===== src/design/flash_ctrl_defs.svh =====
// register offsets, field positions, reset values, unlock key and boot vectors
`ifndef FLASH_CTRL_DEFS_SVH
`define FLASH_CTRL_DEFS_SVH

`define FC_OFF_CONTROL 12'h000
`define FC_OFF_ADDRESS 12'h004
`define FC_OFF_DATA 12'h008
`define FC_OFF_COMMAND 12'h00c
`define FC_OFF_LOCK 12'h010
`define FC_OFF_IRQ_STATUS 12'h014
`define FC_OFF_IRQ_MASK 12'h018

`define FC_BIT_BUSY 5
`define FC_BIT_MAP_DIS 4
`define FC_CONTROL_RESET 1'b1
`define FC_UNLOCK_KEY 32'h2ad5334c
`define FC_BOOT_MAPPED 32'h0000_7000
`define FC_BOOT_PLAIN 32'h0000_0000

`define FC_IRQ_DONE 0
`define FC_IRQ_REFUSED 1
`define FC_IRQ_BITS 2

`define FC_ADDR_HI 28
`define FC_ADDR_LO 2
`define FC_AWIDTH 27

`endif


===== src/design/flash_ctrl_pkg.sv =====
// types shared by the flash controller
package flash_ctrl_pkg;
	typedef enum logic [2:0] {
		OP_NONE = 3'h0,
		OP_READ = 3'h1,
		OP_PROGRAM = 3'h2,
		OP_PAGE_ERASE = 3'h3,
		OP_MASS_ERASE = 3'h6,
		OP_FULL_ERASE = 3'h7
	} op_code_e;

	typedef enum logic [2:0] {
		ST_IDLE = 3'b001,
		ST_ISSUE = 3'b010,
		ST_WAIT = 3'b100
	} seq_state_e;
endpackage


===== src/design/flash_program_erase_controller.sv =====
// flash program/erase controller: apb registers, lock and flash sequencer
//
// Added by the designer: the APB interface to the registers.
`timescale 1ns/1ns
`include "flash_ctrl_defs.svh"

module flash_program_erase_controller
(
	// clock and reset
	input wire logic clock,
	input wire logic rstn,
	// apb slave
	input wire logic psel,
	input wire logic penable,
	input wire logic pwrite,
	input wire logic [11:0] paddr,
	input wire logic [31:0] pwdata,
	output logic [31:0] prdata,
	output logic pready,
	output logic pslverr,
	// flash array side
	output logic flash_req,
	output logic [2:0] flash_op,
	output logic [`FC_AWIDTH-1:0] flash_addr,
	output logic [31:0] flash_wdata,
	input wire logic flash_ack,
	input wire logic [31:0] flash_rdata,
	// system
	output logic [31:0] boot_address,
	output logic irq
);

	// software-visible register state, sequencer state and bus staging
	logic map_dis_ff;
	logic busy_ff;
	logic [31:0] addr_ff;
	logic [31:0] data_ff;
	logic [2:0] cmd_ff;
	logic permit_ff;
	logic [`FC_IRQ_BITS-1:0] irq_stat_ff;
	logic [`FC_IRQ_BITS-1:0] irq_mask_ff;
	flash_ctrl_pkg::seq_state_e state_ff;
	flash_ctrl_pkg::seq_state_e nxt_state;
	logic acc_ff;
	logic [31:0] nxt_prdata;
	logic nxt_slverr;

	// bus decode and sequencer events
	logic setup;
	logic wr;
	logic start;
	logic refuse;
	logic done_evt;
	logic [`FC_IRQ_BITS-1:0] set_bits;

	// codes 4 and 5 name no operation, so writing them starts nothing
	function automatic logic known_op(input logic [2:0] op);
		case (op)
			flash_ctrl_pkg::OP_READ, flash_ctrl_pkg::OP_PROGRAM,
			flash_ctrl_pkg::OP_PAGE_ERASE, flash_ctrl_pkg::OP_MASS_ERASE,
			flash_ctrl_pkg::OP_FULL_ERASE:
				known_op = 1'b1;
			default:
				known_op = 1'b0;
		endcase
	endfunction

	// unmapped offsets answer with pslverr and zero read data
	function automatic logic mapped(input logic [11:0] a);
		case (a)
			`FC_OFF_CONTROL, `FC_OFF_ADDRESS, `FC_OFF_DATA, `FC_OFF_COMMAND,
			`FC_OFF_LOCK, `FC_OFF_IRQ_STATUS, `FC_OFF_IRQ_MASK:
				mapped = 1'b1;
			default:
				mapped = 1'b0;
		endcase
	endfunction

	// no wait state: pready rises at the edge that opens the access cycle
	assign setup = psel & ~penable;
	// acc_ff marks the access cycle that follows a genuine setup cycle
	assign wr = psel & penable & acc_ff & pwrite;
	// writes to protected registers are dropped while locked; a dropped nonzero command sets the refused status bit
	assign start = wr & permit_ff & (paddr == `FC_OFF_COMMAND)
		& known_op(pwdata[2:0]) & ~busy_ff;
	// a command written while locked never reaches the array
	assign refuse = wr & ~permit_ff & (paddr == `FC_OFF_COMMAND)
		& (pwdata[2:0] != 3'h0);
	assign done_evt = (state_ff == flash_ctrl_pkg::ST_WAIT) & flash_ack;

	always_ff @(posedge clock or negedge rstn)
	begin
		if (!rstn)
			acc_ff <= 1'b0;
		else
			acc_ff <= setup;
	end

	// read data is zero outside the access cycle so stale words never leak
	always_ff @(posedge clock or negedge rstn)
	begin
		if (!rstn)
		begin
			pready <= 1'b0;
			pslverr <= 1'b0;
			prdata <= 32'h0;
		end
		else
		begin
			pready <= setup;
			pslverr <= setup & nxt_slverr;
			prdata <= (setup & ~pwrite) ? nxt_prdata : 32'h0;
		end
	end

	always_comb
	begin
		nxt_prdata = 32'h0;
		nxt_slverr = ~mapped(paddr);
		case (paddr)
			`FC_OFF_CONTROL:
			begin
				nxt_prdata[`FC_BIT_BUSY] = busy_ff;
				nxt_prdata[`FC_BIT_MAP_DIS] = map_dis_ff;
			end
			`FC_OFF_ADDRESS:
				nxt_prdata = addr_ff;
			`FC_OFF_DATA:
				nxt_prdata = data_ff;
			`FC_OFF_COMMAND:
				nxt_prdata = {29'h0, cmd_ff};
			`FC_OFF_LOCK:
				nxt_prdata = {31'h0, permit_ff};
			`FC_OFF_IRQ_STATUS:
				nxt_prdata = {30'h0, irq_stat_ff};
			`FC_OFF_IRQ_MASK:
				nxt_prdata = {30'h0, irq_mask_ff};
			default:
				nxt_prdata = 32'h0;
		endcase
	end

	// only the main key unlocks; the alternate value locks like any other
	always_ff @(posedge clock or negedge rstn)
	begin
		if (!rstn)
			permit_ff <= 1'b0;
		else if (wr && paddr == `FC_OFF_LOCK)
			permit_ff <= (pwdata == `FC_UNLOCK_KEY);
	end

	always_ff @(posedge clock or negedge rstn)
	begin
		if (!rstn)
			map_dis_ff <= `FC_CONTROL_RESET;
		else if (wr && permit_ff && paddr == `FC_OFF_CONTROL)
			map_dis_ff <= pwdata[`FC_BIT_MAP_DIS];
	end

	// registered so the boot vector cannot glitch while control is rewritten
	always_ff @(posedge clock or negedge rstn)
	begin
		if (!rstn)
			boot_address <= `FC_BOOT_PLAIN;
		else
			boot_address <= map_dis_ff ? `FC_BOOT_PLAIN : `FC_BOOT_MAPPED;
	end

	// bits 31:29 and 1:0 are stored but never used toward the array
	always_ff @(posedge clock or negedge rstn)
	begin
		if (!rstn)
			addr_ff <= 32'h0;
		else if (wr && permit_ff && !busy_ff && paddr == `FC_OFF_ADDRESS)
			addr_ff <= pwdata;
	end

	// a finished read wins; busy already blocks a software write then
	always_ff @(posedge clock or negedge rstn)
	begin
		if (!rstn)
			data_ff <= 32'h0;
		else if (done_evt && cmd_ff == flash_ctrl_pkg::OP_READ)
			data_ff <= flash_rdata;
		else if (wr && permit_ff && !busy_ff && paddr == `FC_OFF_DATA)
			data_ff <= pwdata;
	end

	// command field reads back zero once the operation has finished
	always_ff @(posedge clock or negedge rstn)
	begin
		if (!rstn)
			cmd_ff <= 3'h0;
		else if (start)
			cmd_ff <= pwdata[2:0];
		else if (done_evt)
			cmd_ff <= 3'h0;
	end

	// issue state registers op, address and data at the same edge as req
	always_comb
	begin
		nxt_state = state_ff;
		case (state_ff)
			flash_ctrl_pkg::ST_IDLE:
				if (start)
					nxt_state = flash_ctrl_pkg::ST_ISSUE;
			flash_ctrl_pkg::ST_ISSUE:
				nxt_state = flash_ctrl_pkg::ST_WAIT;
			flash_ctrl_pkg::ST_WAIT:
				if (flash_ack)
					nxt_state = flash_ctrl_pkg::ST_IDLE;
			default:
				nxt_state = flash_ctrl_pkg::ST_IDLE;
		endcase
	end

	always_ff @(posedge clock or negedge rstn)
	begin
		if (!rstn)
			state_ff <= flash_ctrl_pkg::ST_IDLE;
		else
			state_ff <= nxt_state;
	end

	// busy also freezes address, data and command until the array answers
	always_ff @(posedge clock or negedge rstn)
	begin
		if (!rstn)
			busy_ff <= 1'b0;
		else if (start)
			busy_ff <= 1'b1;
		else if (done_evt)
			busy_ff <= 1'b0;
	end

	// request is held from issue until the array acknowledges
	always_ff @(posedge clock or negedge rstn)
	begin
		if (!rstn)
		begin
			flash_req <= 1'b0;
			flash_op <= 3'h0;
			flash_addr <= '0;
			flash_wdata <= 32'h0;
		end
		else if (state_ff == flash_ctrl_pkg::ST_ISSUE)
		begin
			flash_req <= 1'b1;
			flash_op <= cmd_ff;
			flash_addr <= addr_ff[`FC_ADDR_HI:`FC_ADDR_LO];
			flash_wdata <= data_ff;
		end
		else if (done_evt)
			flash_req <= 1'b0;
	end

	assign set_bits = {refuse, done_evt};

	// hardware set wins over a write-one clear in the same cycle
	always_ff @(posedge clock or negedge rstn)
	begin
		if (!rstn)
			irq_stat_ff <= '0;
		else if (wr && paddr == `FC_OFF_IRQ_STATUS)
			irq_stat_ff <= (irq_stat_ff & ~pwdata[`FC_IRQ_BITS-1:0]) | set_bits;
		else
			irq_stat_ff <= irq_stat_ff | set_bits;
	end

	// status and mask stay writable while locked, so a refusal can be cleared
	always_ff @(posedge clock or negedge rstn)
	begin
		if (!rstn)
			irq_mask_ff <= '0;
		else if (wr && paddr == `FC_OFF_IRQ_MASK)
			irq_mask_ff <= pwdata[`FC_IRQ_BITS-1:0];
	end

	// level interrupt, one cycle behind the status bits
	always_ff @(posedge clock or negedge rstn)
	begin
		if (!rstn)
			irq <= 1'b0;
		else
			irq <= |(irq_stat_ff & irq_mask_ff);
	end

endmodule // flash_program_erase_controller


===== config.mk =====
export PLATFORM = sky130hd
export DESIGN_NAME = flash_program_erase_controller
export DESIGN_NICKNAME = d
export VERILOG_FILES = /design/src/design/flash_ctrl_pkg.sv /design/src/design/flash_program_erase_controller.sv
export VERILOG_INCLUDE_DIRS = /design/src /design/src/design
export SDC_FILE = /design/constraint.sdc
export NUM_CORES = 1
export LEC_CHECK = 0
export ABC_CLOCK_PERIOD_IN_PS = 2900
export BUFFER_PORTS_ARGS = -buffer_cell sky130_fd_sc_hd__buf_4
export CORE_MARGIN = 5
export CORE_UTILIZATION = 23
export DETAILED_ROUTE_END_ITERATION = 8
export PLACE_DENSITY = 0.44
export SYNTH_ARGS = -nofsm -noshare
export SYNTH_HDL_FRONTEND = slang
export SYNTH_SLANG_ARGS = --single-unit

===== constraint.sdc =====
create_clock -name clock -period 2.9 [get_ports clock]
set_clock_uncertainty 0.15 [all_clocks]
set_input_delay 0.435 -clock clock [delete_from_list [all_inputs] [get_ports clock]]
set_output_delay 0.435 -clock clock [all_outputs]
set_load 0.05 [all_outputs]

* After elaboration in Yosys (flattened, before gate mapping)
Cells that the tools add are included.
** Word-level totals
- Output and inout port bits :: 130
- Bits in registers :: 190
- Logic and storage cells :: 97
** Cells by class
- Bitwise logic cells :: 24
- Reductions and logical operators :: 19
- Muxes and demuxes :: 18
- Equality and inequality tests :: 18
** Operator list (number)
- 32-bit 2-to-1 mux :: 3
- 26-bit one-hot mux with 2 select lines :: 1
- 12-bit by 5-bit equality test with 1-bit output, second input constant :: 3
- 32-bit by 30-bit equality test with 1-bit output, second input constant :: 1
- 12-bit by 4-bit equality test with 1-bit output, second input constant :: 2
- 4-bit one-hot mux with 6 select lines :: 1
- 15-bit 2-to-1 mux :: 1
- 1-bit AND :: 14
- 12-bit by 3-bit equality test with 1-bit output, second input constant :: 1
- 12-bit zero test :: 1
- 3-bit 2-to-1 mux :: 4
- 3-bit by 1-bit equality test with 1-bit output, second input constant :: 3
- 3-bit by 2-bit equality test with 1-bit output, second input constant :: 3
- 3-bit equality test, second input constant :: 3
- 1-bit logical AND :: 9
- 3-bit one-hot mux with 3 select lines :: 1
- 7-bit OR reduction :: 1
- 2-bit one-hot mux with 3 select lines :: 1
- 2-bit nonzero test :: 3
- 1-bit 2-to-1 mux :: 5
- 1-bit NOT :: 5
- 5-bit OR reduction :: 1
- 2-bit AND :: 2
- 2-bit inequality test, second input constant :: 2
- 7 further kinds :: 8

* Longest topological paths before layout
- Depth after elaboration :: 9
- Gate-level depth with buffers :: 7
- Gate-level depth less buffers :: 4

* Least setup slack after synthesis
OpenSTA, ideal clock, no wires.
- Path kind :: register to register
- Start :: register pready (netlist name)
- End :: register addr_ff[10]
- Period minus slack after synthesis :: 2.285 ns
- Arrival time :: 2.010 ns
- Slack :: 0.615 ns
- Cell stages (with the launch flop) :: 6
- Path buffers :: 1
- Library setup time :: 0.125 ns
- Data required time :: 2.625 ns
- Cells stage by stage :: dfrtp_1 > nand4_1 > nor3b_2 > nand4_2 > buf_6 > mux2_4
** RTL lines
- to (signal assigned) :: line flash_program_erase_controller.sv:175 : addr_ff <= pwdata;
- to (decl) :: line flash_program_erase_controller.sv:36 : logic [31:0] addr_ff;

* Worst setup path after layout
- Start :: input paddr[1]
- End :: register data_ff[19]
** Between the ends
- Cells in the longest elaborated chain, start to end :: 3
** Ends and longest elaborated chain
- from (decl) :: line flash_program_erase_controller.sv:16 : input wire logic [11:0] paddr,
- 12-bit by 4-bit equality test with 1-bit output
- 1-bit logical AND (no line)
- 2-bit nonzero test (no line)
- to (signal assigned) :: line flash_program_erase_controller.sv:184 : data_ff <= flash_rdata;
- to (signal assigned) :: line flash_program_erase_controller.sv:186 : data_ff <= pwdata;
- to (decl) :: line flash_program_erase_controller.sv:37 : logic [31:0] data_ff;
No other way between the ends.
A chain may end at the register's enable or synchronous reset.

==> run_results.csv <==
group,metric,value,unit
critical_path,worst-path-max-fanout,32,
cells_and_area,drive_above_1_share,42.7,%
global_route,met2_track_utilization_from_global_routing,21.9,%
sta,rsz0062_at_grt,"false",
critical_path,timing.critical_path.required,3.06,ns
floorplan,die_area,0.0377,mm2
synthesis,synth.distinct_cells,49,
sta,finalHoldViolations,0,
synthesis,ys_async_sr_fraction,100,%
critical_path,worst_setup_end_kind,"flip-flop",
synthesis,post_syn_area,0.00780,mm2
clock_network,clock_latency,0.44,ns
sta,min_period_over_period,74.8,%
global_route,grt.total_usage,13.8,%
cells_and_area,n_antenna_cell,0,
synthesis,syn_area_per_cell,12.2,um2
detailed_routing,drt.antenna.violating_nets,0,
cells_and_area,layout_commonest_cell,"buf_4",
sta,report.final.setup_viol,0,
placement,gp_routability_congestion,0.726,
detailed_routing,vias_per_cell,4.53,
critical_path,timing.critical_path.slowest_cell_delay,0.78,ns
cells_and_area,finalInstanceArea,0.0102,mm2
critical_path,worst-endpoint-arrival,2.33,ns
critical_path,cp_cell_sequence,"buf_4 > or4_1 > or4_4 > o21ai_0 > a21oi_1",
critical_path,cp.buffers_inverters,1,
placement,post_dp_cell_area,0.00966,mm2
clock_network,master_cell_of_the_clock_root_buffer,"clkbuf_16",
detailed_routing,detailed_route_via_count,5784,
critical_path,critical_path.slowest_cell,"or4_4",
run,max_cap_viol_count,0,
cells_and_area,mostFrequentLayoutCells,"201 x buf_4, 174 x dfrtp_1, 71 x mux2_2",
global_route,antenna_found_initial,0,
synthesis,synthFlopType,"dfrtp_1",
sta,finalWorstPathRequiredPeriod,2.17,ns
global_route,global_route.peak_usage_layer,"met2",
sta,max_slew.worst_pin.slew,0.658,ns
global_route,wire_length_of_the_first_global_routing_pass,40000,um
synthesis,synth_edf_count,0,
power,p_per_area,495,mW/mm2
status,status,"complete, no violations",
power,leakage,0.00496,uW
clock_network,cts-buffers-inserted,17,
global_route,grt_start_max_net_pins,70,
floorplan,die-height,194,um
critical_path,setup_crit_path_kind,"in -> reg",
placement,dp_hpwl,18500,um
sta,setup-tns-final,0,ns
sta,final-max-slew-violation-count,0,
power,max-vdd-ir-drop,0.385,mV
floorplan,die_width,194,um
critical_path,crit_path_start_kind,"input port",
worst_hold_path,hold_path.class,"in -> reg",
clock_network,htree_levels,4,
clock_network,tritoncts,"done",
critical_path,delay_heaviest_family_cp,"simple AND/OR/NAND/NOR gates",
global_route,first_global_vias,6081,
clock_network,cts.reportedPaths.clkPinSlew,0.07,ns
detailed_routing,route.detailed.drc,0,
clock_network,cts.repair_timing.setup_buffer_count,0,
global_route,grtUsageMet1,19.4,%
sta,maxClockFrequency,461,MHz
sta,relSlewSlack,56.1,%
cells_and_area,final_net_count,899,
clock_network,cts-root-to-sink-buffers,2,
placement,portBuffers,182,
detailed_routing,dr.first_iter.drc_count,325,
synthesis,synth-seq-cells,176,
cells_and_area,flow.area_growth_from_synthesis,31.4,%
floorplan,placeableCoreArea,0.0335,mm2
floorplan,start_util,23.3,%
synthesis,synth_seq_area_share,56.5,%
synthesis,syn-instance-count,641,
detailed_routing,post_drt_wl_per_cell,20.6,um
global_route,global_route.overflow_total,0,
detailed_routing,drt_wl_total,26400,um
floorplan,placementRows,67,
cells_and_area,nFillCells,3482,
synthesis,synth_warn,0,
clock_network,clock_sink_count,176,
floorplan,io_pins,212,
detailed_routing,drt-pass1-iter-count,4,
global_route,grt.met3_usage,2.55,%
[per-layer routing]
metal,share of wire (%),routed length (um)
met1,47,12400
met2,48,12600
met3,4.1,1090
met4,0.98,258
met5,0,0
[kinds of logic after synthesis]
family / synth area share, %
compound gates: 11.5
flops: 56.5
buf+inv: 6.16
mux: 16.4
simple gates: 9.35
other cells: 0.0481
[cell usage after synthesis (6+ instances only)]
cell type,instances,share of area (%)
nand2_1,10,0.48
a31oi_1,33,2.6
o21ai_1,30,1.9
mux2_4,30,5.8
dfrtp_1,174,56
buf_4,31,3.0
nand4_1,9,0.72
buf_6,6,0.87
clkbuf_1,33,1.6
nor2_1,69,3.3
a32oi_1,29,3.3
mux2_2,71,10
a21oi_1,36,2.3
buf_2,9,0.58
[power by group]
part	internal, uW	switching (uW)
registers	2450	1.52
clock network	1150	1140
logic	98.0	224
[flip-flops by register name (all words and copies together), names as in the netlist]
register,flops
state_ff,3
flash_req,1
pready,1
irq_stat_ff,2
flash_op,3
irq,1
pslverr,1
prdata,32
data_ff,32
permit_ff,1
map_dis_ff,1
irq_mask_ff,2
busy_ff,1
cmd_ff,3
boot_address,1
flash_wdata,32
flash_addr,27
addr_ff,32
[path summary, 6_finish.rpt]
path / startpoint / endpoint / slack (ns) / cells past startpoint
setup / recovery: paddr[1] / data_ff[19] / 0.73 / 5
hold / removal: penable / pready / 0.05 / 2
setup reg to reg: state_ff[1] / data_ff[22] / 0.89 / 5
hold reg to reg: flash_req / flash_req / 0.34 / 1
max in group asynchronous: rstn / flash_wdata[3] / 1.44 / 3
min in group asynchronous: rstn / flash_req / 0.45 / 2
[worst reg2reg max path, cell delays in order (launching register included)]
cell and delay (ns):
dfrtp_1 0.40, nand4bb_1 0.24, or4b_2 0.67, buf_4 0.25
nor2_1 0.15, a21oi_1 0.05
[through the flow]
stage	setup WS, ns	hold slack (ns)	util (%)	std cells	power (uW)
6_report	0.732	0.0522	30.6	1278	5070
5_1_grt	0.641	0.0301	30.6	1278	5260
4_1_cts	0.767	0.0204	30.6	1278	5150
3_5_place_dp	0.298	0.325	28.8	1245	2830
3_3_place_gp	0.299	0.323	28.8	1245	2830
2_1_floorplan	0.615	-0.0106	-	669	2660
[area by class of cell]
type                            count  area [um2]  share of cell area, %
Timing Repair Buffer              208        1630                   15.9
Sequential cell                   176        4410                   43.0
Tap cell                          448         561                   5.47
Clock inverter                     14         145                   1.42
Clock buffer                       18         429                   4.19
Inverter                            3        11.3                  0.110
Multi-Input combinational cell    411        3060                   29.9
[repair_timing]
action                    in CTS  in global routing
hold buffers                   1                  0
hold endpoints to repair      63                  0
gates resized for setup        0                  0
(Power assumes the default switching activity.)
